$ cat config.mk
export PLATFORM = sky130hd
export DESIGN_NAME = hsf_fault_ctl
export DESIGN_NICKNAME = d
export VERILOG_FILES = /design/src/design/hsf_fault_ctl.v /design/src/design/hsf_qual.v /design/src/design/hsf_sync.v
export VERILOG_INCLUDE_DIRS = /design/src /design/src/design
export SDC_FILE = /design/constraint.sdc
export NUM_CORES = 1
export LEC_CHECK = 0
export ABC_AREA = 1
export BUFFER_PORTS_ARGS = -buffer_cell sky130_fd_sc_hd__buf_2
export CELL_PAD_IN_SITES_DETAIL_PLACEMENT = 2
export CELL_PAD_IN_SITES_GLOBAL_PLACEMENT = 2
export CORE_AREA = 3 3 187 189
export DETAILED_ROUTE_END_ITERATION = 10
export DIE_AREA = 0 0 190 192
export PLACE_DENSITY_LB_ADDON = 0.1
export SLEW_MARGIN = 20
export SYNTH_ARGS = -nofsm -noshare
export SYNTH_HDL_FRONTEND = slang
export SYNTH_SLANG_ARGS = --single-unit
$ cat constraint.sdc
create_clock -name i_sys_clk -period 2.3 [get_ports i_sys_clk]
set_clock_uncertainty 0.15 [all_clocks]
set_input_delay 0.115 -clock i_sys_clk [delete_from_list [all_inputs] [get_ports i_sys_clk]]
set_output_delay 0.115 -clock i_sys_clk [all_outputs]
set_load 0.03 [all_outputs]
$ cat src/design/hsf_defines.vh
// Constants for the fault, alert and gate-control block
// Operation
// - Overvoltage over 2 us: gate off, flags set
// - Overvoltage gone 100 ms: gate may restart
// - Undervoltage over 2 us: gate off, flags set
// - Undervoltage gone 100 ms: gate restarts
// - Any board-present edge sets board change fault
// - Board removal: gate off, clear board present
// - Insertion clears faults, sets board present
// - Board present 100 ms: copy on request
// - Sense code at limit, gate off: short fault
// - Feedback low while on: power bad, pgood pin
// - Enabled fault pulls alert pin low
// - Alert response or addressing releases alert
// - Released alert rearms only on new fault
// - Force-low bit drives alert, blocks response
// - Switch-off, uv reset, lockout clear faults
// - Faults still present cannot be cleared
// - No retry: fault bit holds switch off
// - Retry: present bits, 100 ms wait or cool-down hold switch off
// - Overcurrent sets fault, retries after cool-down
// - Converter cycles three channels ten times/second
// - Halt test stops converter, results writable
// - Written OV, UV or OC one latches gate off with no retry
`ifndef HSF_DEFINES_VH
`define HSF_DEFINES_VH

`define HSF_CLK_PERIOD_NS 50
`define HSF_FILT_NS       2000
`define HSF_FILT_CYC      ((`HSF_FILT_NS + `HSF_CLK_PERIOD_NS - 1) / `HSF_CLK_PERIOD_NS)
`define HSF_QUAL_MS       100
`define HSF_QUAL_CYC      (`HSF_QUAL_MS * 1000 * (1000 / `HSF_CLK_PERIOD_NS))
`define HSF_COOL_MS       5000
`define HSF_COOL_CYC      (`HSF_COOL_MS * 1000 * (1000 / `HSF_CLK_PERIOD_NS))
`define HSF_ADC_MS        100
`define HSF_ADC_CYC       (`HSF_ADC_MS * 1000 * (1000 / `HSF_CLK_PERIOD_NS))

`define HSF_FILT_W        6
`define HSF_QUAL_W        21
`define HSF_COOL_W        27

`define HSF_ADDR_CTRL     8'h00
`define HSF_ADDR_ALERT    8'h04
`define HSF_ADDR_STATUS   8'h08
`define HSF_ADDR_FAULT    8'h0c
`define HSF_ADDR_SENSE    8'h10
`define HSF_ADDR_SOURCE   8'h14
`define HSF_ADDR_AUX      8'h18

`define HSF_CTRL_RST      8'h43
`define HSF_CTRL_OV_AR    0
`define HSF_CTRL_UV_AR    1
`define HSF_CTRL_OC_AR    2
`define HSF_CTRL_ON       3
`define HSF_CTRL_HALT     5
`define HSF_CTRL_PG_MODE  6

`define HSF_FLT_OV        0
`define HSF_FLT_UV        1
`define HSF_FLT_OC        2
`define HSF_FLT_PB        3
`define HSF_FLT_BRD       4
`define HSF_FLT_SHORT     5
`define HSF_FLT_FORCE     6

`define HSF_ST_OV         0
`define HSF_ST_UV         1
`define HSF_ST_PB         3
`define HSF_ST_BRD        4

`define HSF_SHORT_CODE    8'h0b

`endif

$ cat src/design/hsf_fault_ctl.v
// Fault detection, logging, gate control, alert and converter sequencing
//
// The address map and register access over APB were left to the implementer.
`timescale 1ns/1ps
`include "hsf_defines.vh"
module hsf_fault_ctl #(
   parameter [31:0] QUAL_CYC    = `HSF_QUAL_CYC,
   parameter [31:0] COOL_CYC    = `HSF_COOL_CYC,
   parameter [31:0] ADC_PER_CYC = `HSF_ADC_CYC
) (
   input  wire        i_sys_clk,
   input  wire        i_sys_rst,
   input  wire        i_psel,
   input  wire        i_penable,
   input  wire        i_pwrite,
   input  wire [7:0]  i_paddr,
   input  wire [31:0] i_pwdata,
   output wire [31:0] o_prdata,
   output wire        o_pready,
   output wire        o_pslverr,
   input  wire        i_overvolt_sense,
   input  wire        i_undervolt_sense,
   input  wire        i_output_feedback,
   input  wire        i_board_present_n,
   input  wire        i_on_request,
   input  wire        i_gs_adequate,
   input  wire        i_uv_reset,
   input  wire        i_supply_lockout,
   input  wire        i_oc_trip,
   output wire        o_gate_drive,
   output wire        o_pgood_pull_low,
   output wire        o_alert_pull_low,
   output wire        o_ara_respond,
   input  wire        i_ara_won,
   input  wire        i_dev_addressed,
   output wire        o_adc_start,
   output wire [1:0]  o_adc_channel,
   input  wire        i_adc_done,
   input  wire [7:0]  i_adc_data
);
   localparam [1:0] ST_IDLE = 2'b00;
   localparam [1:0] ST_WAIT = 2'b01;
   localparam [31:0] FILT_LIM = `HSF_FILT_CYC;

   // Synchronised pins
   wire [8:0] pin_s;
   wire       ov_s;
   wire       uv_s;
   wire       fb_s;
   wire       brd_n_s;
   wire       on_s;
   wire       gs_s;
   wire       uvrst_s;
   wire       lock_s;
   wire       oc_s;

   hsf_sync #(.WIDTH(9)) u_sync (
      .i_sys_clk (i_sys_clk),
      .i_sys_rst (i_sys_rst),
      .i_async   ({i_oc_trip, i_supply_lockout, i_uv_reset, i_gs_adequate, i_on_request,
                   i_board_present_n, i_output_feedback, i_undervolt_sense, i_overvolt_sense}),
      .o_sync    (pin_s)
   );

   assign ov_s    = pin_s[0];
   assign uv_s    = pin_s[1];
   assign fb_s    = pin_s[2];
   assign brd_n_s = pin_s[3];
   assign on_s    = pin_s[4];
   assign gs_s    = pin_s[5];
   assign uvrst_s = pin_s[6];
   assign lock_s  = pin_s[7];
   assign oc_s    = pin_s[8];

   // Registers
   reg  [7:0]  ctrl_q;
   reg  [5:0]  mask_q;
   reg  [5:0]  fault_q;
   reg  [5:0]  fault_d;
   reg         force_q;
   reg         ov_pres_q;
   reg         uv_pres_q;
   reg         pb_pres_q;
   reg         brd_pres_q;
   reg         brd_prev_q;
   reg         brd_qual_q;
   reg         on_prev_q;
   reg         ctl_prev_q;
   reg         gate_q;
   reg         pgood_low_q;
   reg         alert_pend_q;
   reg         alert_out_q;
   reg  [5:0]  masked_prev_q;
   reg  [`HSF_COOL_W-1:0] cool_q;
   reg  [`HSF_QUAL_W-1:0] per_q;
   reg  [1:0]  state_q;
   reg  [1:0]  ch_q;
   reg         start_q;
   reg  [7:0]  res_q [0:2];
   reg  [31:0] prdata_q;
   reg  [31:0] rd_val;
   reg         mapped;

   // Filters and qualifiers
   wire [3:0] flt_cond;
   wire [3:0] flt_met;
   wire [2:0] qual_cond;
   wire [2:0] qual_met;
   wire       pb_cond;

   assign pb_cond   = gate_q & gs_s & ~fb_s;
   assign flt_cond  = {uvrst_s, pb_cond, uv_s, ov_s};
   assign qual_cond = {~brd_n_s, ~uv_s, ~ov_s};

   genvar gi;
   generate
      for (gi = 0; gi < 4; gi = gi + 1) begin : g_filt
         hsf_qual #(.CNT_W(`HSF_FILT_W), .LIMIT(FILT_LIM[`HSF_FILT_W-1:0])) u_filt (
            .i_sys_clk (i_sys_clk),
            .i_sys_rst (i_sys_rst),
            .i_cond    (flt_cond[gi]),
            .o_met     (flt_met[gi])
         );
      end
      for (gi = 0; gi < 3; gi = gi + 1) begin : g_qual
         hsf_qual #(.CNT_W(`HSF_QUAL_W), .LIMIT(QUAL_CYC[`HSF_QUAL_W-1:0])) u_qual (
            .i_sys_clk (i_sys_clk),
            .i_sys_rst (i_sys_rst),
            .i_cond    (qual_cond[gi]),
            .o_met     (qual_met[gi])
         );
      end
   endgenerate

   // Bus decode
   wire setup_ph = i_psel & ~i_penable;
   wire acc_ph   = i_psel & i_penable;
   wire wr_en    = acc_ph & i_pwrite & mapped;
   wire wr_ctrl  = wr_en & (i_paddr == `HSF_ADDR_CTRL);
   wire wr_mask  = wr_en & (i_paddr == `HSF_ADDR_ALERT);
   wire wr_fault = wr_en & (i_paddr == `HSF_ADDR_FAULT);
   wire halt     = ctrl_q[`HSF_CTRL_HALT];

   // Events
   wire brd_edge  = brd_prev_q ^ brd_n_s;
   wire brd_rise  = ~brd_prev_q & brd_n_s;
   wire brd_fall  = brd_prev_q & ~brd_n_s;
   wire on_rise   = ~on_prev_q & on_s;
   wire on_fall   = on_prev_q & ~on_s;
   wire ctl_fall  = ctl_prev_q & ~ctrl_q[`HSF_CTRL_ON];
   wire oc_evt    = oc_s & gate_q;
   wire short_evt = (state_q == ST_WAIT) & i_adc_done & (ch_q == 2'd0) & ~gate_q
                    & (i_adc_data >= `HSF_SHORT_CODE);
   wire gen_clr   = on_fall | ctl_fall | flt_met[3] | lock_s;
   wire [5:0] present = {2'b00, pb_pres_q, 1'b0, uv_pres_q, ov_pres_q};

   // Fault register next value, set wins over clear
   reg [5:0] f_set;
   reg [5:0] f_clr;
   always @* begin
      f_set = 6'h00;
      f_clr = 6'h00;
      f_set[`HSF_FLT_OV]    = flt_met[0];
      f_set[`HSF_FLT_UV]    = flt_met[1];
      f_set[`HSF_FLT_OC]    = oc_evt;
      f_set[`HSF_FLT_PB]    = flt_met[2];
      f_set[`HSF_FLT_BRD]   = brd_edge;
      f_set[`HSF_FLT_SHORT] = short_evt;
      if (wr_fault) begin
         f_set = f_set | i_pwdata[5:0];
         f_clr = ~i_pwdata[5:0];
      end
      if (gen_clr) begin
         f_clr = 6'h3f;
      end
      if (brd_fall) begin
         f_clr = f_clr | 6'h2f;
      end
      f_clr   = f_clr & ~present;
      fault_d = (fault_q & ~f_clr) | f_set;
   end

   // Switch hold terms
   wire ov_hold = ov_pres_q | (ctrl_q[`HSF_CTRL_OV_AR] ? ~qual_met[0] : fault_q[`HSF_FLT_OV]);
   wire uv_hold = uv_pres_q | (ctrl_q[`HSF_CTRL_UV_AR] ? ~qual_met[1] : fault_q[`HSF_FLT_UV]);
   wire oc_hold = (cool_q != {`HSF_COOL_W{1'b0}})
                  | (~ctrl_q[`HSF_CTRL_OC_AR] & fault_q[`HSF_FLT_OC]);
   wire gate_d  = brd_pres_q & ~brd_n_s & brd_qual_q & ctrl_q[`HSF_CTRL_ON]
                  & ~ov_hold & ~uv_hold & ~oc_hold & ~oc_evt & ~lock_s & ~flt_met[0] & ~flt_met[1];

   // Alert
   wire [5:0] masked   = fault_q & mask_q;
   wire       new_alrt = |(masked & ~masked_prev_q);
   wire       alrt_rel = alert_pend_q & ((i_ara_won & ~force_q) | i_dev_addressed);
   wire       pend_d   = new_alrt | (alert_pend_q & ~alrt_rel);

   always @(posedge i_sys_clk) begin
      if (i_sys_rst) begin
         fault_q       <= 6'h00;
         force_q       <= 1'b0;
         mask_q        <= 6'h00;
         ov_pres_q     <= 1'b0;
         uv_pres_q     <= 1'b0;
         pb_pres_q     <= 1'b0;
         brd_pres_q    <= 1'b0;
         brd_prev_q    <= 1'b1;
         brd_qual_q    <= 1'b0;
         on_prev_q     <= 1'b0;
         ctl_prev_q    <= 1'b0;
         gate_q        <= 1'b0;
         pgood_low_q   <= 1'b0;
         alert_pend_q  <= 1'b0;
         alert_out_q   <= 1'b0;
         masked_prev_q <= 6'h00;
         cool_q        <= {`HSF_COOL_W{1'b0}};
      end else begin
         fault_q       <= fault_d;
         ov_pres_q     <= flt_met[0];
         uv_pres_q     <= flt_met[1];
         if (flt_met[2]) begin
            pb_pres_q <= 1'b1;
         end else if (fb_s) begin
            pb_pres_q <= 1'b0;
         end
         pgood_low_q   <= ctrl_q[`HSF_CTRL_PG_MODE] & (flt_met[2] | (pb_pres_q & ~fb_s));
         brd_prev_q    <= brd_n_s;
         if (brd_rise) begin
            brd_pres_q <= 1'b0;
         end else if (brd_fall) begin
            brd_pres_q <= 1'b1;
         end
         brd_qual_q    <= qual_met[2];
         on_prev_q     <= on_s;
         ctl_prev_q    <= ctrl_q[`HSF_CTRL_ON];
         gate_q        <= gate_d;
         if (wr_fault) begin
            force_q <= i_pwdata[`HSF_FLT_FORCE];
         end
         if (wr_mask) begin
            mask_q <= i_pwdata[5:0];
         end
         alert_pend_q  <= pend_d;
         alert_out_q   <= force_q | pend_d;
         masked_prev_q <= masked;
         if (oc_evt) begin
            cool_q <= COOL_CYC[`HSF_COOL_W-1:0];
         end else if (cool_q != {`HSF_COOL_W{1'b0}}) begin
            cool_q <= cool_q - 1'b1;
         end
      end
   end

   // Control register with on-request tracking
   always @(posedge i_sys_clk) begin
      if (i_sys_rst) begin
         ctrl_q <= `HSF_CTRL_RST;
      end else if (wr_ctrl) begin
         ctrl_q <= {1'b0, i_pwdata[6:5], 1'b0, i_pwdata[3:0]};
      end else if (qual_met[2] & ~brd_qual_q) begin
         ctrl_q[`HSF_CTRL_ON] <= on_s;
      end else if (brd_qual_q & (on_rise | on_fall)) begin
         ctrl_q[`HSF_CTRL_ON] <= on_s;
      end
   end

   // Converter sequencing
   always @(posedge i_sys_clk) begin
      if (i_sys_rst) begin
         state_q <= ST_IDLE;
         ch_q    <= 2'd0;
         start_q <= 1'b0;
         per_q   <= {`HSF_QUAL_W{1'b0}};
         res_q[0] <= 8'h00;
         res_q[1] <= 8'h00;
         res_q[2] <= 8'h00;
      end else begin
         start_q <= 1'b0;
         if (per_q == ADC_PER_CYC[`HSF_QUAL_W-1:0] - 1'b1) begin
            per_q <= {`HSF_QUAL_W{1'b0}};
         end else begin
            per_q <= per_q + 1'b1;
         end
         if (halt) begin
            state_q <= ST_IDLE;
            if (wr_en & (i_paddr == `HSF_ADDR_SENSE)) begin
               res_q[0] <= i_pwdata[7:0];
            end
            if (wr_en & (i_paddr == `HSF_ADDR_SOURCE)) begin
               res_q[1] <= i_pwdata[7:0];
            end
            if (wr_en & (i_paddr == `HSF_ADDR_AUX)) begin
               res_q[2] <= i_pwdata[7:0];
            end
         end else begin
            case (state_q)
               ST_IDLE: begin
                  if (per_q == {`HSF_QUAL_W{1'b0}}) begin
                     ch_q    <= 2'd0;
                     start_q <= 1'b1;
                     state_q <= ST_WAIT;
                  end
               end
               ST_WAIT: begin
                  if (i_adc_done) begin
                     res_q[ch_q] <= i_adc_data;
                     if (ch_q == 2'd2) begin
                        state_q <= ST_IDLE;
                     end else begin
                        ch_q    <= ch_q + 2'd1;
                        start_q <= 1'b1;
                     end
                  end
               end
               default: begin
                  state_q <= ST_IDLE;
               end
            endcase
         end
      end
   end

   // Read mux
   always @* begin
      mapped = 1'b1;
      rd_val = 32'h0000_0000;
      case (i_paddr)
         `HSF_ADDR_CTRL:   rd_val[7:0] = ctrl_q;
         `HSF_ADDR_ALERT:  rd_val[5:0] = mask_q;
         `HSF_ADDR_STATUS: rd_val[4:0] = {brd_pres_q, pb_pres_q, 1'b0, uv_pres_q, ov_pres_q};
         `HSF_ADDR_FAULT:  rd_val[6:0] = {force_q, fault_q};
         `HSF_ADDR_SENSE:  rd_val[7:0] = res_q[0];
         `HSF_ADDR_SOURCE: rd_val[7:0] = res_q[1];
         `HSF_ADDR_AUX:    rd_val[7:0] = res_q[2];
         default:          mapped = 1'b0;
      endcase
   end

   always @(posedge i_sys_clk) begin
      if (i_sys_rst) begin
         prdata_q <= 32'h0000_0000;
      end else if (setup_ph & ~i_pwrite) begin
         prdata_q <= rd_val;
      end
   end

   assign o_prdata         = prdata_q;
   assign o_pready         = 1'b1;
   assign o_pslverr        = acc_ph & ~mapped;
   assign o_gate_drive     = gate_q;
   assign o_pgood_pull_low = pgood_low_q;
   assign o_alert_pull_low = alert_out_q;
   assign o_ara_respond    = alert_pend_q & ~force_q;
   assign o_adc_start      = start_q;
   assign o_adc_channel    = ch_q;
endmodule // hsf_fault_ctl

$ cat src/design/hsf_qual.v
// Qualification counter: condition must hold for LIMIT cycles
`timescale 1ns/1ps
module hsf_qual #(
   parameter             CNT_W = 6,
   parameter [CNT_W-1:0] LIMIT = 1
) (
   input  wire i_sys_clk,
   input  wire i_sys_rst,
   input  wire i_cond,
   output wire o_met
);
   reg [CNT_W-1:0] cnt_q;

   // Restarts whenever the condition drops
   always @(posedge i_sys_clk) begin
      if (i_sys_rst || !i_cond) begin
         cnt_q <= {CNT_W{1'b0}};
      end else if (cnt_q != LIMIT) begin
         cnt_q <= cnt_q + 1'b1;
      end
   end

   assign o_met = i_cond && (cnt_q == LIMIT);
endmodule // hsf_qual

$ cat src/design/hsf_sync.v
// Two-flop synchroniser for asynchronous pin inputs
`timescale 1ns/1ps
module hsf_sync #(
   parameter WIDTH = 1
) (
   input  wire             i_sys_clk,
   input  wire             i_sys_rst,
   input  wire [WIDTH-1:0] i_async,
   output wire [WIDTH-1:0] o_sync
);
   reg [WIDTH-1:0] meta_q;
   reg [WIDTH-1:0] sync_q;

   always @(posedge i_sys_clk) begin
      if (i_sys_rst) begin
         meta_q <= {WIDTH{1'b0}};
         sync_q <= {WIDTH{1'b0}};
      end else begin
         meta_q <= i_async;
         sync_q <= meta_q;
      end
   end

   assign o_sync = sync_q;
endmodule // hsf_sync
# Word-level counts from Yosys, hierarchy flattened

Memory sizes are Yosys's and may differ from the RTL's.
Cells that the tools add are included.

Flip-flop bits (word level): 203
Latch bits: 0
Memory bits (writable): 24
ROM bits: 0
Input port bits: 65
Output and inout bits: 41
Word-level logic and storage cells: 258
Memories kept: 1

Memory list:

| name  | depth | bits a word | rd ports | clocked after memory_dff | write ports | RTL line           | source |
|---|---|---|---|---|---|---|---|
| res_q | 3     | 8           | 3        | 0                        | 3           | hsf_fault_ctl.v:99 | `reg [7:0] res_q [0:2];` |

Add/sub/neg operators: 10
$mul: 0
Div/mod/pow operators: 0
Order comparisons: 1
Equal/unequal tests: 27
Shift operators: 0
Multiplexer cells: 55
Bitwise gates (word level): 94
Reduce and logical (&&, ||, !) cells: 36

Operators by type and width:

| cell                                                | count |
|---|---|
| adder 21 x 1 -> 21 bit (second input constant)      | 4 |
| == test 21 bit (second input constant)              | 4 |
| != test 21 bit (second input constant)              | 3 |
| 2-to-1 mux 27 bit                                   | 2 |
| AND 1 bit                                           | 43 |
| one-hot mux 5 bit (7 select lines)                  | 1 |
| 2-to-1 mux 8 bit                                    | 4 |
| 2-to-1 mux 1 bit                                    | 31 |
| nonzero test 27 bit                                 | 1 |
| subtractor 27 x 1 -> 27 bit (second input constant) | 1 |
| inverter 1 bit                                      | 26 |
| adder 6 x 1 -> 6 bit (second input constant)        | 4 |
| AND 6 bit                                           | 4 |
| == test 6 bit (second input constant)               | 4 |
| == test 8 x 5 -> 1 bit (second input constant)      | 3 |
| 2-to-1 mux 6 bit                                    | 4 |
| != test 6 bit (second input constant)               | 4 |
| zero test 21 bit                                    | 1 |
| inverter 6 bit                                      | 3 |
| == test 8 x 4 -> 1 bit (second input constant)      | 2 |
| 2-to-1 mux 2 bit                                    | 7 |
| bitwise OR 1 bit                                    | 14 |
| bitwise OR 6 bit                                    | 2 |
| == test 8 x 3 -> 1 bit (second input constant)      | 1 |
| other kinds (26)                                    | 50 |

# Longest topological paths before layout

Gate-level depths: netlist of the first run.

Depth after elaboration: 13
Depth in mapped cells: 11
Gate-level depth less buffers: 11

# Cells and area by module

From an unflattened synthesis of the first run, not the netlist that was laid out.

Cell total of the unflattened synthesis: 1720
Area total of the unflattened synthesis: 11903.9 um^2

Modules (own cells, without submodules):

| module                          | times used | cells each | area each (um^2) | sequential area each (um^2) |
|---|---|---|---|---|
| hsf_fault_ctl                   | 1          | 920        | 6525.0           | 2662.6 |
| hsf_qual (g_qual[0].u_qual ...) | 3          | 188        | 1193.6           | 420.4 |
| hsf_qual (g_filt[0].u_filt ...) | 4          | 45         | 319.1            | 120.1 |
| hsf_sync                        | 1          | 56         | 521.8            | 360.3 |

# Worst setup path before layout of the first run

Ideal clock, no wire load.

Kind: reg-to-reg
From: reg ch_q[0] (netlist: o_adc_channel[0])
To: mem res_q[2][0] (enable)
Library setup time: 329 ps
Data arrival time: 1323 ps
Required time: 1821 ps
Path slack: 498 ps
Cell stages (with the launch flop): 5
Path buffers: 0
Clock period less this slack: 1802 ps
Cell sequence: dfxtp_1 -> inv_1 -> ha_1 -> nand3_1 -> nand3_1

RTL lines:

| what                   | RTL line            | source |
|---|---|---|
| start, declared        | hsf_fault_ctl.v:97  | `reg [1:0] ch_q;` |
| start signal, assigned | hsf_fault_ctl.v:309 | `ch_q <= ch_q + 2'd1;` |
| end, declared          | hsf_fault_ctl.v:99  |  |

==> impl_metrics.tcl, run 1 <==
set metrics [dict create \
    status "completed" \
    crit_required_ns 2.57 \
    drive_above_1_share_pct 11.3 \
    yosys-top-cells-area "dfxtp_1 36%, nand2_1 9.3%, inv_1 7.8%" \
    synth_top_family_by_area "simple AND/OR/NAND/NOR gates" \
    drv_cap 0 \
    p_leak_nw 5.63 \
    die_h_um 192 \
    drcViolationCount 0 \
    synth_simple_gate_area_share_pct 31.1 \
    holdPathStages 8 \
    finalSetupViolations 0 \
    gr-usage-met2_pct 37.0 \
    cts.sinks 226 \
    worstHoldStart "i_paddr[4]" \
    peakVddDrop_uv 500 \
    hp-class "primary input to flip-flop" \
    mostFrequentLayoutCells "278 x nand2_1, 234 x inv_1, 204 x nor2_1" \
    grt_usage_pct 20.4 \
    first_global_vias 11700 \
    hpwl_mm 26.8 \
    relSlewSlack_pct 38.3 \
    ant_nets 0 \
    avgSynthCellArea_um2 7.19 \
    fp.dieArea_um2 36500 \
    final_common_cell "nand2_1" \
    layout.nets 1778 \
    cts_tree "done" \
    powerDensity_nw_per_um2 885 \
    numCtsBuffers 29 \
    dpl-instance-area_um2 12100 \
    synth_edf_count 24 \
    area_growth_pct 19.4 \
    drt_pass1_iterations 4 \
    synth_compound_area_share_pct 10.7 \
    num_vias 10600 \
    wirelength_mm 36.7 \
    r2r_cells 6 \
    ys_ff_latch 226 \
    drt_iter0_markers 397 \
    avgViaCountPerCell 4.90 \
    initial_core_util_pct 33.7 \
    async_reset_ff_share_pct 0 \
    synth_area_um2 11300 \
    syn_inst 1569 \
    grtUsageMet1_pct 25.8 \
    ys_dominant_reg_cell "dfxtp_1" \
    arrival_ns 2.42 \
    antenna_found_initial 0 \
    critPathKind "primary input to flip-flop" \
    r2r_start "state_q[0]" \
    worstSetupStartpointType "primary input" \
    worst_slew_pin_slew_ns 0.922 \
    crit_path_end_kind "flip-flop" \
    clkTransAtPathRegs_ns 0.06 \
    slew_violations 0 \
    global_route.usage.met3_pct 2.32 \
    placementRows 67 \
    clockBufferDepth 3 \
    synth_top_area_share_pct 35.9 \
    port-buffer-count 56 \
    coreArea_um2 33400 \
    hold_viol 0 \
    max_clock_freq_ghz 0.463 \
    fin_area_um2 13500 \
    ios 106 \
    ys_seq_area_share_pct 42.3 \
    synthAdderAreaFrac_pct 2.66 \
    rsz0062_at_grt "no" \
    die_x_um 190 \
    fin_crit_sh_pct 93.8 \
    startpoint "i_paddr[0]" \
    crit_fanout 7 \
    insertion_delay_ns 0.55 \
    min_to "fault_q[3]" \
    ys.warnings.count 0 \
    timing.final.crit_period_ns 2.16 \
    place.gp.congestion 0.784 \
    yosys.area.top_type "dfxtp_1" \
    r2r-end "res_q[0][7]" \
    root_buffer "clkbuf_16" \
    htree_num_levels 1 \
    grt-ovfl-total 0 \
    wl_per_cell_um 17.0 \
    r2r_setup_slack_ns 0.24 \
    busiest_layer "met2" \
    synth_cell_types 44 \
    grt_max_degree 30 \
    tns_ns 0 \
    grt_pass1_wl_mm 60.8 \
    synthXorXnorAreaFrac_pct 2.41 \
    synth.area.mux_share_pct 0 \
]
repair_timing:
| action | CTS | global route |
|---|---|---|
| buffers inserted | 0 | 4 |
| hold buffers | 35 | 0 |
| endpoints found under the setup margin | 0 | 2 |
| gates resized for setup | 0 | 1 |
| hold endpoints to repair | 65 | 0 |
sequential cells by signal, indices dropped and copies added (netlist names), 8 cells and up:
register,count
cool_q,27
g_filt.u_filt.cnt_q,24
g_qual.u_qual.cnt_q,63
o_prdata,8
per_q,21
res_q,24
u_sync.meta_q,9
u_sync.o_sync,9
critical path: stages:
cell and delay (ns):
dlygate4sd3_1 0.53, buf_2 0.14, nor2_4 0.14, nand2_1 0.07, inv_1 0.06, nand2_2 0.06, nand2_4 0.13, nand2_2 0.11
inv_2 0.13, nand3_2 0.09, nand2_4 0.12, nand2_2 0.07, o21ai_0 0.09, dlygate4sd3_1 0.57
cell families (layout without fill, tap and decap cells):
logic type | after synthesis | in the layout
AND/OR/NAND/NOR | 766 | 766
buffers and inverters | 290 | 410
AO/OA/AOI/OAI | 230 | 230
flip-flops | 226 | 226
XOR/XNOR | 31 | 31
adder cells (fa/ha/maj) | 24 | 24
other | 2 | 26
through the flow:
step / utilization, % / cells / hold WS [ns] / setup slack (ns) / power, mW
after floorplan: - / 1592 / 0.0720 / 0.498 / 6.37
after detailed placement: 36.0 / 2067 / 0.184 / 0.109 / 7.13
after CTS: 40.1 / 2156 / 0.0188 / 0.122 / 12.1
after global routing: 40.2 / 2160 / 0.106 / 0.00693 / 12.7
after global placement: 36.0 / 2067 / 0.177 / 0.233 / 7.00
final: 40.3 / 2161 / 0.0621 / 0.142 / 11.9
how the worst max path moves through the flow:
stage / to / slack (ns) / cells past startpoint
2_1_floorplan: res_q[2][0] / 0.50 / 4
3_3_place_gp: g_qual[1].u_qual.cnt_q[4] / 0.23 / 5
3_5_place_dp: g_qual[1].u_qual.cnt_q[18] / 0.11 / 5
4_1_cts: g_qual[1].u_qual.cnt_q[18] / 0.12 / 4
5_1_grt: res_q[0][7] / 0.007 / 10
6_report: res_q[0][7] / 0.14 / 14
cell type report:
type	instances	area, um^2
Antenna cell	1	2.50
Clock buffer	44	862
Clock inverter	10	159
Fill cell	3973	20000
Inverter	239	897
Multi-Input combinational cell	1076	5380
Sequential cell	226	4770
Tap cell	448	561
Timing Repair Buffer	117	838
where the power goes:
part,switching (mW),internal (mW)
sequential,0.232,4.24
clock,1.81,3.02
combinational,1.73,0.877
total,3.77,8.14
cells in the mapped netlist (3+ instances only):
cell and instances:
a211oi_1 6, a21oi_1 112, and3_1 3, buf_1 4
buf_2 8, buf_4 32, clkbuf_1 7, dfxtp_1 202
edfxtp_1 24, ha_1 24, inv_1 234, inv_2 5
nand2_1 278, nand2_2 15, nand2_4 3, nand3_1 113
nand3_2 4, nand3b_1 7, nand4_1 36, nor2_1 205
nor2_2 9, nor2_4 9, nor3_1 58, nor3b_1 4
nor4_1 4, o211ai_1 4, o21a_1 4, o21ai_0 88
o21ai_1 7, o21bai_1 3, or2_2 10, xnor2_1 15
xor2_1 16
per-layer routing:
metal,vias to the layer above,part of all wire [%]
met5,-,0
met3,53,2.6
met1,5182,45
met2,118,50
li1,5243,-
met4,0,2.2
(Power assumes the default switching activity.)
==> inputs of run 2 (changes only) <==
- ABC_AREA: 1 -> not set
- BUFFER_PORTS_ARGS: -buffer_cell sky130_fd_sc_hd__buf_2 -> not set
- CORE_AREA: 3 3 187 189 -> 3 3 166 168
- DIE_AREA: 0 0 190 192 -> 0 0 169 171
- DONT_BUFFER_PORTS: not set -> 1
==> run 2 against run 1 <==
Net effect: the flow now finishes with violations (setup timing); sequential share of layout area up 1.1 points; synthesized cell count down 29%; non-clock buffer count up 34; global-route usage up 4.3 points; via count down 13%; register-to-register slack worse by 0.44 ns; first-iteration DRC count up 19%; die area down 21%; area after synthesis down 7.5%; highest routed layer is now met5.
==> impl_metrics.tcl, run 2 <==
set metrics [dict create \
    worstSetupStartpointType "flip-flop" \
    synth_area_um2 10400 \
    combPwrFrac_pct 33.2 \
    clockBufferDepth 3 \
    hp-class "primary input to flip-flop" \
    r2r_cells 7 \
    drt_iter0_markers 472 \
    ios 106 \
    port-buffer-count 0 \
    cts.sinks 226 \
    ys_ff_latch 226 \
    synth_simple_gate_area_share_pct 24.6 \
    fin_ws_ns -0.201 \
    reg_top3 "g_qual.u_qual.cnt_q (63), cool_q (27)" \
    fin_crit_sh_pct 109 \
    hold_viol 0 \
    fin_area_um2 13100 \
    htree_num_levels 1 \
    syn_inst 1115 \
    synth_cell_types 69 \
    arrival_ns 2.76 \
    relSlewSlack_pct 54.9 \
    multi_input_area_um2 5480 \
    crit_path_top_delay_cell "or4_4" \
    placementRows 59 \
    final_common_cell "dfxtp_1" \
    regArea_um2 4770 \
    fp.dieArea_um2 28900 \
    dpl-instance-area_um2 11000 \
    timing.final.crit_period_ns 2.50 \
    wirelength_mm 38.6 \
    worst_slew_pin_slew_ns 0.674 \
    avgSynthCellArea_um2 9.36 \
    crit_family "simple AND/OR/NAND/NOR gates" \
    slew_violations 0 \
    root_buffer "clkbuf_16" \
    path_depth 7 \
    slowest_delay_ns 0.58 \
    rsz0062_at_grt "yes" \
    ys_dominant_reg_cell "dfxtp_1" \
    yosysMostFrequentCell "dfxtp_1" \
    grt_pass1_wl_mm 57.1 \
    yosys.area.top_type "dfxtp_1" \
    avgViaCountPerCell 5.70 \
    drv_cap 0 \
    hpwl_mm 20.2 \
    ant_nets 0 \
    layout.nets 1346 \
    ys_top_cells_by_count "202 x dfxtp_1, 158 x nor2_1, 57 x nand2_1" \
    numCtsBuffers 26 \
    grt-ovfl-total 0 \
    synth_edf_count 24 \
    crit_required_ns 2.56 \
    pwr-share-clk_pct 32.8 \
    critPathKind "flip-flop to flip-flop" \
    die_h_um 171 \
    yosys-top-cells-area "dfxtp_1 39%, edfxtp_1 6.9%, nor2_1 5.7%" \
    grt_usage_pct 24.7 \
    nFillCells 2679 \
    tns_ns -2.01 \
    mostFrequentLayoutCells "197 x dfxtp_1, 158 x nor2_1, 74 x dlygate4sd3_1" \
    crit_fanout 5 \
    largest_reg_flops 63 \
    insertion_delay_ns 0.54 \
    finalSetupViolations 24 \
    synth_top_area_share_pct 38.8 \
    wl_per_cell_um 24.0 \
    crit_chain "inv_2 -> ha_1 -> or4b_4 -> or4_4 -> o21ai_1 -> xor2_1 -> a21oi_1" \
    p_leak_nw 4.94 \
    regMostFlops "g_qual.u_qual.cnt_q" \
    switching_power_mw 4.68 \
    max_clock_freq_ghz 0.400 \
    synth_top_family_by_area "simple AND/OR/NAND/NOR gates" \
    powerDensity_nw_per_um2 1040 \
    cp_num_buf_inv 1 \
    synthXorXnorAreaFrac_pct 8.98 \
    grt_max_degree 43 \
    drive_above_1_share_pct 14.6 \
    drt_pass1_iterations 5 \
    synth.area.mux_share_pct 3.47 \
    num_vias 9197 \
    drcViolationCount 0 \
    holdPathStages 5 \
    seqPwrFrac_pct 34.0 \
    synthAdderAreaFrac_pct 2.88 \
    cts_tree "done" \
    violations "setup timing" \
    ys.warnings.count 0 \
    coreArea_um2 26100 \
    place.gp.congestion 0.747 \
    status "finished with violations" \
    antenna_found_initial 3 \
    area_growth_pct 25.5 \
    die_x_um 169 \
    ys_seq_area_share_pct 45.7 \
    peakVddDrop_uv 592 \
    async_reset_ff_share_pct 0 \
    initial_core_util_pct 40.0 \
    synth_compound_area_share_pct 9.34 \
    internal-power_mw 8.94 \
    first_global_vias 10100 \
    clkTransAtPathRegs_ns 0.06 \
    crit_path_end_kind "flip-flop" \
    sw_frac_of_total_pct 34.3 \
]
[run 2: changes by cell type after synthesis, moves of 24 or more]
cell and delta:
a21oi_1 -71, a22o_1 +24, inv_1 -195, mux2i_1 +26, nand2_1 -221, nand3_1 -58
nor2_1 -47, nor2b_1 +25, nor3_1 -29, o21ai_0 -62, xnor2_1 +36, xor2_1 +40
[run 2: worst min-delay path: cells and delay by family]
family,cells,cell delay [ns]
and+or+nand+nor,1,0.14
AOI/OAI and AO/OA,4,0.45
[run 2: layout make-up]
type	instances	area share, %
repair buffers	151	10.4
multi-input cells	813	41.8
inverters	39	1.15
clock buffers	37	5.76
clock inverters	11	1.19
flip-flops and latches	226	36.5
well taps	335	3.20
diodes	1	0.0191
[run 2: power groups by stage]
stage | combinational [mW] | clock [mW] | sequential [mW]
final | 4.52 | 4.47 | 4.63
after global routing | 4.76 | 4.72 | 4.65
after CTS | 3.37 | 4.51 | 4.56
after detailed placement | 2.80 | 0 | 4.63
after global placement | 2.72 | 0 | 4.61
after floorplan | 2.01 | 0 | 4.58
[run 2: logic make-up (layout without fill, tap and decap cells)]
family,after synthesis,in the layout
AOI/OAI and AO/OA,144,145
xor gates and xnor gates,107,107
adders and majority gates,24,24
buffers and inverters,101,238
DFF,226,226
muxes,32,32
other,2,26
and+or+nand+nor,479,480
[run 2: through the flow]
stage          utilization [%]  setup WS (ns)  instances  total power [mW]  hold slack (ns)
6_report                  50.2         -0.201       1613              13.6           0.0568
5_1_grt                   50.2         -0.300       1613              14.1           0.0615
4_1_cts                   49.2        -0.0434       1601              12.4          0.00165
3_5_place_dp              42.4        -0.0830       1472              7.43           0.0605
3_3_place_gp              42.4        -0.0369       1472              7.33           0.0500
2_1_floorplan                -        -0.0325       1138              6.59           0.0932
[run 2: per-layer routing]
metal	GRT usage (%)	up-vias	wire (um)
met1	29.0	4673	15600
met2	45.5	241	20000
li1	-	4180	-
met5	0	-	27
met4	8.86	4	1480
met3	3.93	99	1470
[run 2: path summary, 6_finish.rpt]
kind | startpoint | to | slack, ns
setup / recovery | cool_q[0] | cool_q[14] | -0.20
hold / removal | i_paddr[4] | o_prdata[6] | 0.06
setup reg to reg | cool_q[0] | cool_q[14] | -0.20
hold reg to reg | u_sync.meta_q[4] | u_sync.o_sync[4] | 0.32
[run 2: timing repair]
item	CTS	global route
setup buffers	4	11
setup endpoints to repair	13	82
pin swaps	4	24
endpoints found under the hold margin	196	0
hold buffers	75	0
gates cloned	2	0
gates resized for setup	8	41
==> inputs of run 3 (changes only) <==
- SETUP_SLACK_MARGIN: not set -> 0.02
==> run 3 against run 2 <==
Net effect: the flow still finishes with violations (setup timing); register-to-register slack improved by 0.07 ns; global-route usage is 1.3 points lower; critical path type unchanged; combinational power is 20% lower; sequential cell count unchanged; critical endpoint unchanged; final cell count shrank 0.62%; utilization fell by 0.49 points; worst hold slack worse by 0.011 ns; worst setup slack improved by 0.070 ns; critical path depth did not move; via count down 2.6%; sequential share of layout area grew 0.33 points; total power is 5.7% lower.
==> impl_metrics.tcl, run 3 (same netlist as run 2, synthesis figures left out) <==
set metrics [dict create \
    largest_reg_flops 63 \
    min_to "res_q[1][6]" \
    insertion_delay_ns 0.55 \
    htree_num_levels 1 \
    grt_usage_pct 23.4 \
    rsz0062_at_grt "yes" \
    pwr-share-clk_pct 36.1 \
    fin_crit_sh_pct 106 \
    internal-power_mw 8.72 \
    worstSetupStartpointType "flip-flop" \
    dp_cells 1471 \
    area_growth_pct 24.3 \
    status "finished with violations" \
    crit_fanout 10 \
    final_common_cell "dfxtp_1" \
    drt_iter0_markers 441 \
    antenna_found_initial 2 \
    p_total_mw 12.8 \
    place.gp.congestion 0.772 \
    die_x_um 169 \
    coreArea_um2 26100 \
    grt_max_degree 42 \
    relSlewSlack_pct 50.3 \
    finalSetupViolations 7 \
    violations "setup timing" \
    nFillCells 2702 \
    holdPathStages 3 \
    placementRows 59 \
    hold_viol 0 \
    fin_area_um2 13000 \
    initial_core_util_pct 40.0 \
    avgViaCountPerCell 5.59 \
    max_clock_freq_ghz 0.411 \
    place_ws_ns -0.0729 \
    cts.sinks 226 \
    switching_power_mw 4.12 \
    cts_tree "done" \
    hp-class "primary input to flip-flop" \
    root_buffer "clkbuf_16" \
    p_leak_nw 4.91 \
    port-buffer-count 0 \
    peakVddDrop_uv 667 \
    grt_pass1_wl_mm 54.9 \
    r2r-end "cool_q[14]" \
    layoutNonFillerInstCount 1603 \
    multi_input_area_um2 5390 \
    r2r_cells 7 \
    numCtsBuffers 27 \
    drt_pass1_iterations 4 \
    timing.final.crit_period_ns 2.43 \
    seqPwrFrac_pct 35.7 \
    mostFrequentLayoutCells "200 x dfxtp_1, 157 x nor2_1, 76 x dlygate4sd3_1" \
    layout.nets 1336 \
    num_vias 8956 \
    crit_required_ns 2.57 \
    dpl-instance-area_um2 11000 \
    critPathKind "flip-flop to flip-flop" \
    combPwrFrac_pct 28.3 \
    drcViolationCount 0 \
    grt-ovfl-total 0 \
    first_global_vias 9793 \
    timing.hold.ws_ns 0.0462 \
    r2r_start "cool_q[0]" \
    wirelength_mm 35.7 \
    hpwl_mm 19.9 \
    fp.dieArea_um2 28900 \
    ios 106 \
    wl_per_cell_um 22.3 \
    fin_ws_ns -0.131 \
    worst_slew_pin_slew_ns 0.742 \
    r2r_setup_slack_ns -0.13 \
    sw_frac_of_total_pct 32.1 \
    ant_nets 0 \
    drv_cap 0 \
    reg_top3 "g_qual.u_qual.cnt_q (63), cool_q (27)" \
    crit_path_end_kind "flip-flop" \
    slew_violations 0 \
    die_h_um 171 \
    drive_above_1_share_pct 12.5 \
    powerDensity_nw_per_um2 991 \
    worstHoldStart "i_paddr[2]" \
    regMostFlops "g_qual.u_qual.cnt_q" \
    regArea_um2 4770 \
    clockBufferDepth 3 \
    clkTransAtPathRegs_ns 0.06 \
    arrival_ns 2.70 \
]
run 3: cell count changes in the layout (fill, tap and decap cells not counted), moves of 3 or more:
cell	before	now
buf_4	71	61
nor4_1	14	18
nor4_2	7	3
buf_6	4	1
clkinv_2	7	4
dfxtp_1	197	200
dfxtp_2	5	2
nor3_1	26	29
nor3_2	3	0
run 3: worst max-delay path by stage:
stage                                from         end
2_1_floorplan                   cool_q[0]  cool_q[13]
3_3_place_gp                    cool_q[0]  cool_q[19]
3_5_place_dp   g_qual[2].u_qual.cnt_q[11]   ctrl_q[3]
4_1_cts                         cool_q[0]   cool_q[2]
5_1_grt                         cool_q[0]  cool_q[14]
6_report                        cool_q[0]  cool_q[14]
run 3: stage by stage:
step / util, % / TNS, ns
final: 49.7 / -0.436
after global routing: 49.7 / -1.48
after CTS: 49.1 / -0.00766
after detailed placement: 42.4 / -0.475
after global placement: 42.4 / -0.0816
after floorplan: - / -0.0598
run 3: critical path, cell delays in order (launching register included):
cell and delay (ns):
dfxtp_2 0.32, inv_2 0.06, ha_1 0.13, or4b_4 0.47
or4_4 0.55, o21ai_0 0.33, xor2_1 0.21, a21oi_1 0.10
run 3: area by class of cell:
| class | count | share of cell area (%) |
|---|---|---|
| Multi-Input combinational cell | 812 | 41.6 |
| Tap cell | 335 | 3.23 |
| Inverter | 39 | 1.13 |
| Timing Repair Buffer | 141 | 9.95 |
| Clock inverter | 12 | 1.50 |
| Sequential cell | 226 | 36.8 |
| Antenna cell | 1 | 0.0193 |
| Clock buffer | 37 | 5.81 |
run 3: what timing repair did:
| item | 4_1_cts | 5_1_grt |
|---|---|---|
| gates resized for setup | 3 | 25 |
| buffers inserted | 0 | 4 |
| pin swaps | 4 | 7 |
| endpoints found under the hold margin | 179 | 0 |
| endpoints found under the setup margin | 13 | 34 |
| cloned | 1 | 0 |
| hold buffers | 77 | 0 |
run 3: routing by layer:
metal,GRT usage [%],up-vias,part of all wire [%]
met5,0,-,0.020
li1,-,4170,-
met3,3.07,68,3.5
met4,6.74,2,3.2
met2,42.4,183,50
met1,29.2,4533,43
run 3: power by group through the flow:
stage	combinational, mW	sequential, mW	clock [mW]
2_1_floorplan	2.01	4.58	0
3_3_place_gp	2.66	4.61	0
3_5_place_dp	2.74	4.63	0
4_1_cts	2.95	4.55	4.65
5_1_grt	3.91	4.62	4.93
6_report	3.63	4.58	4.63
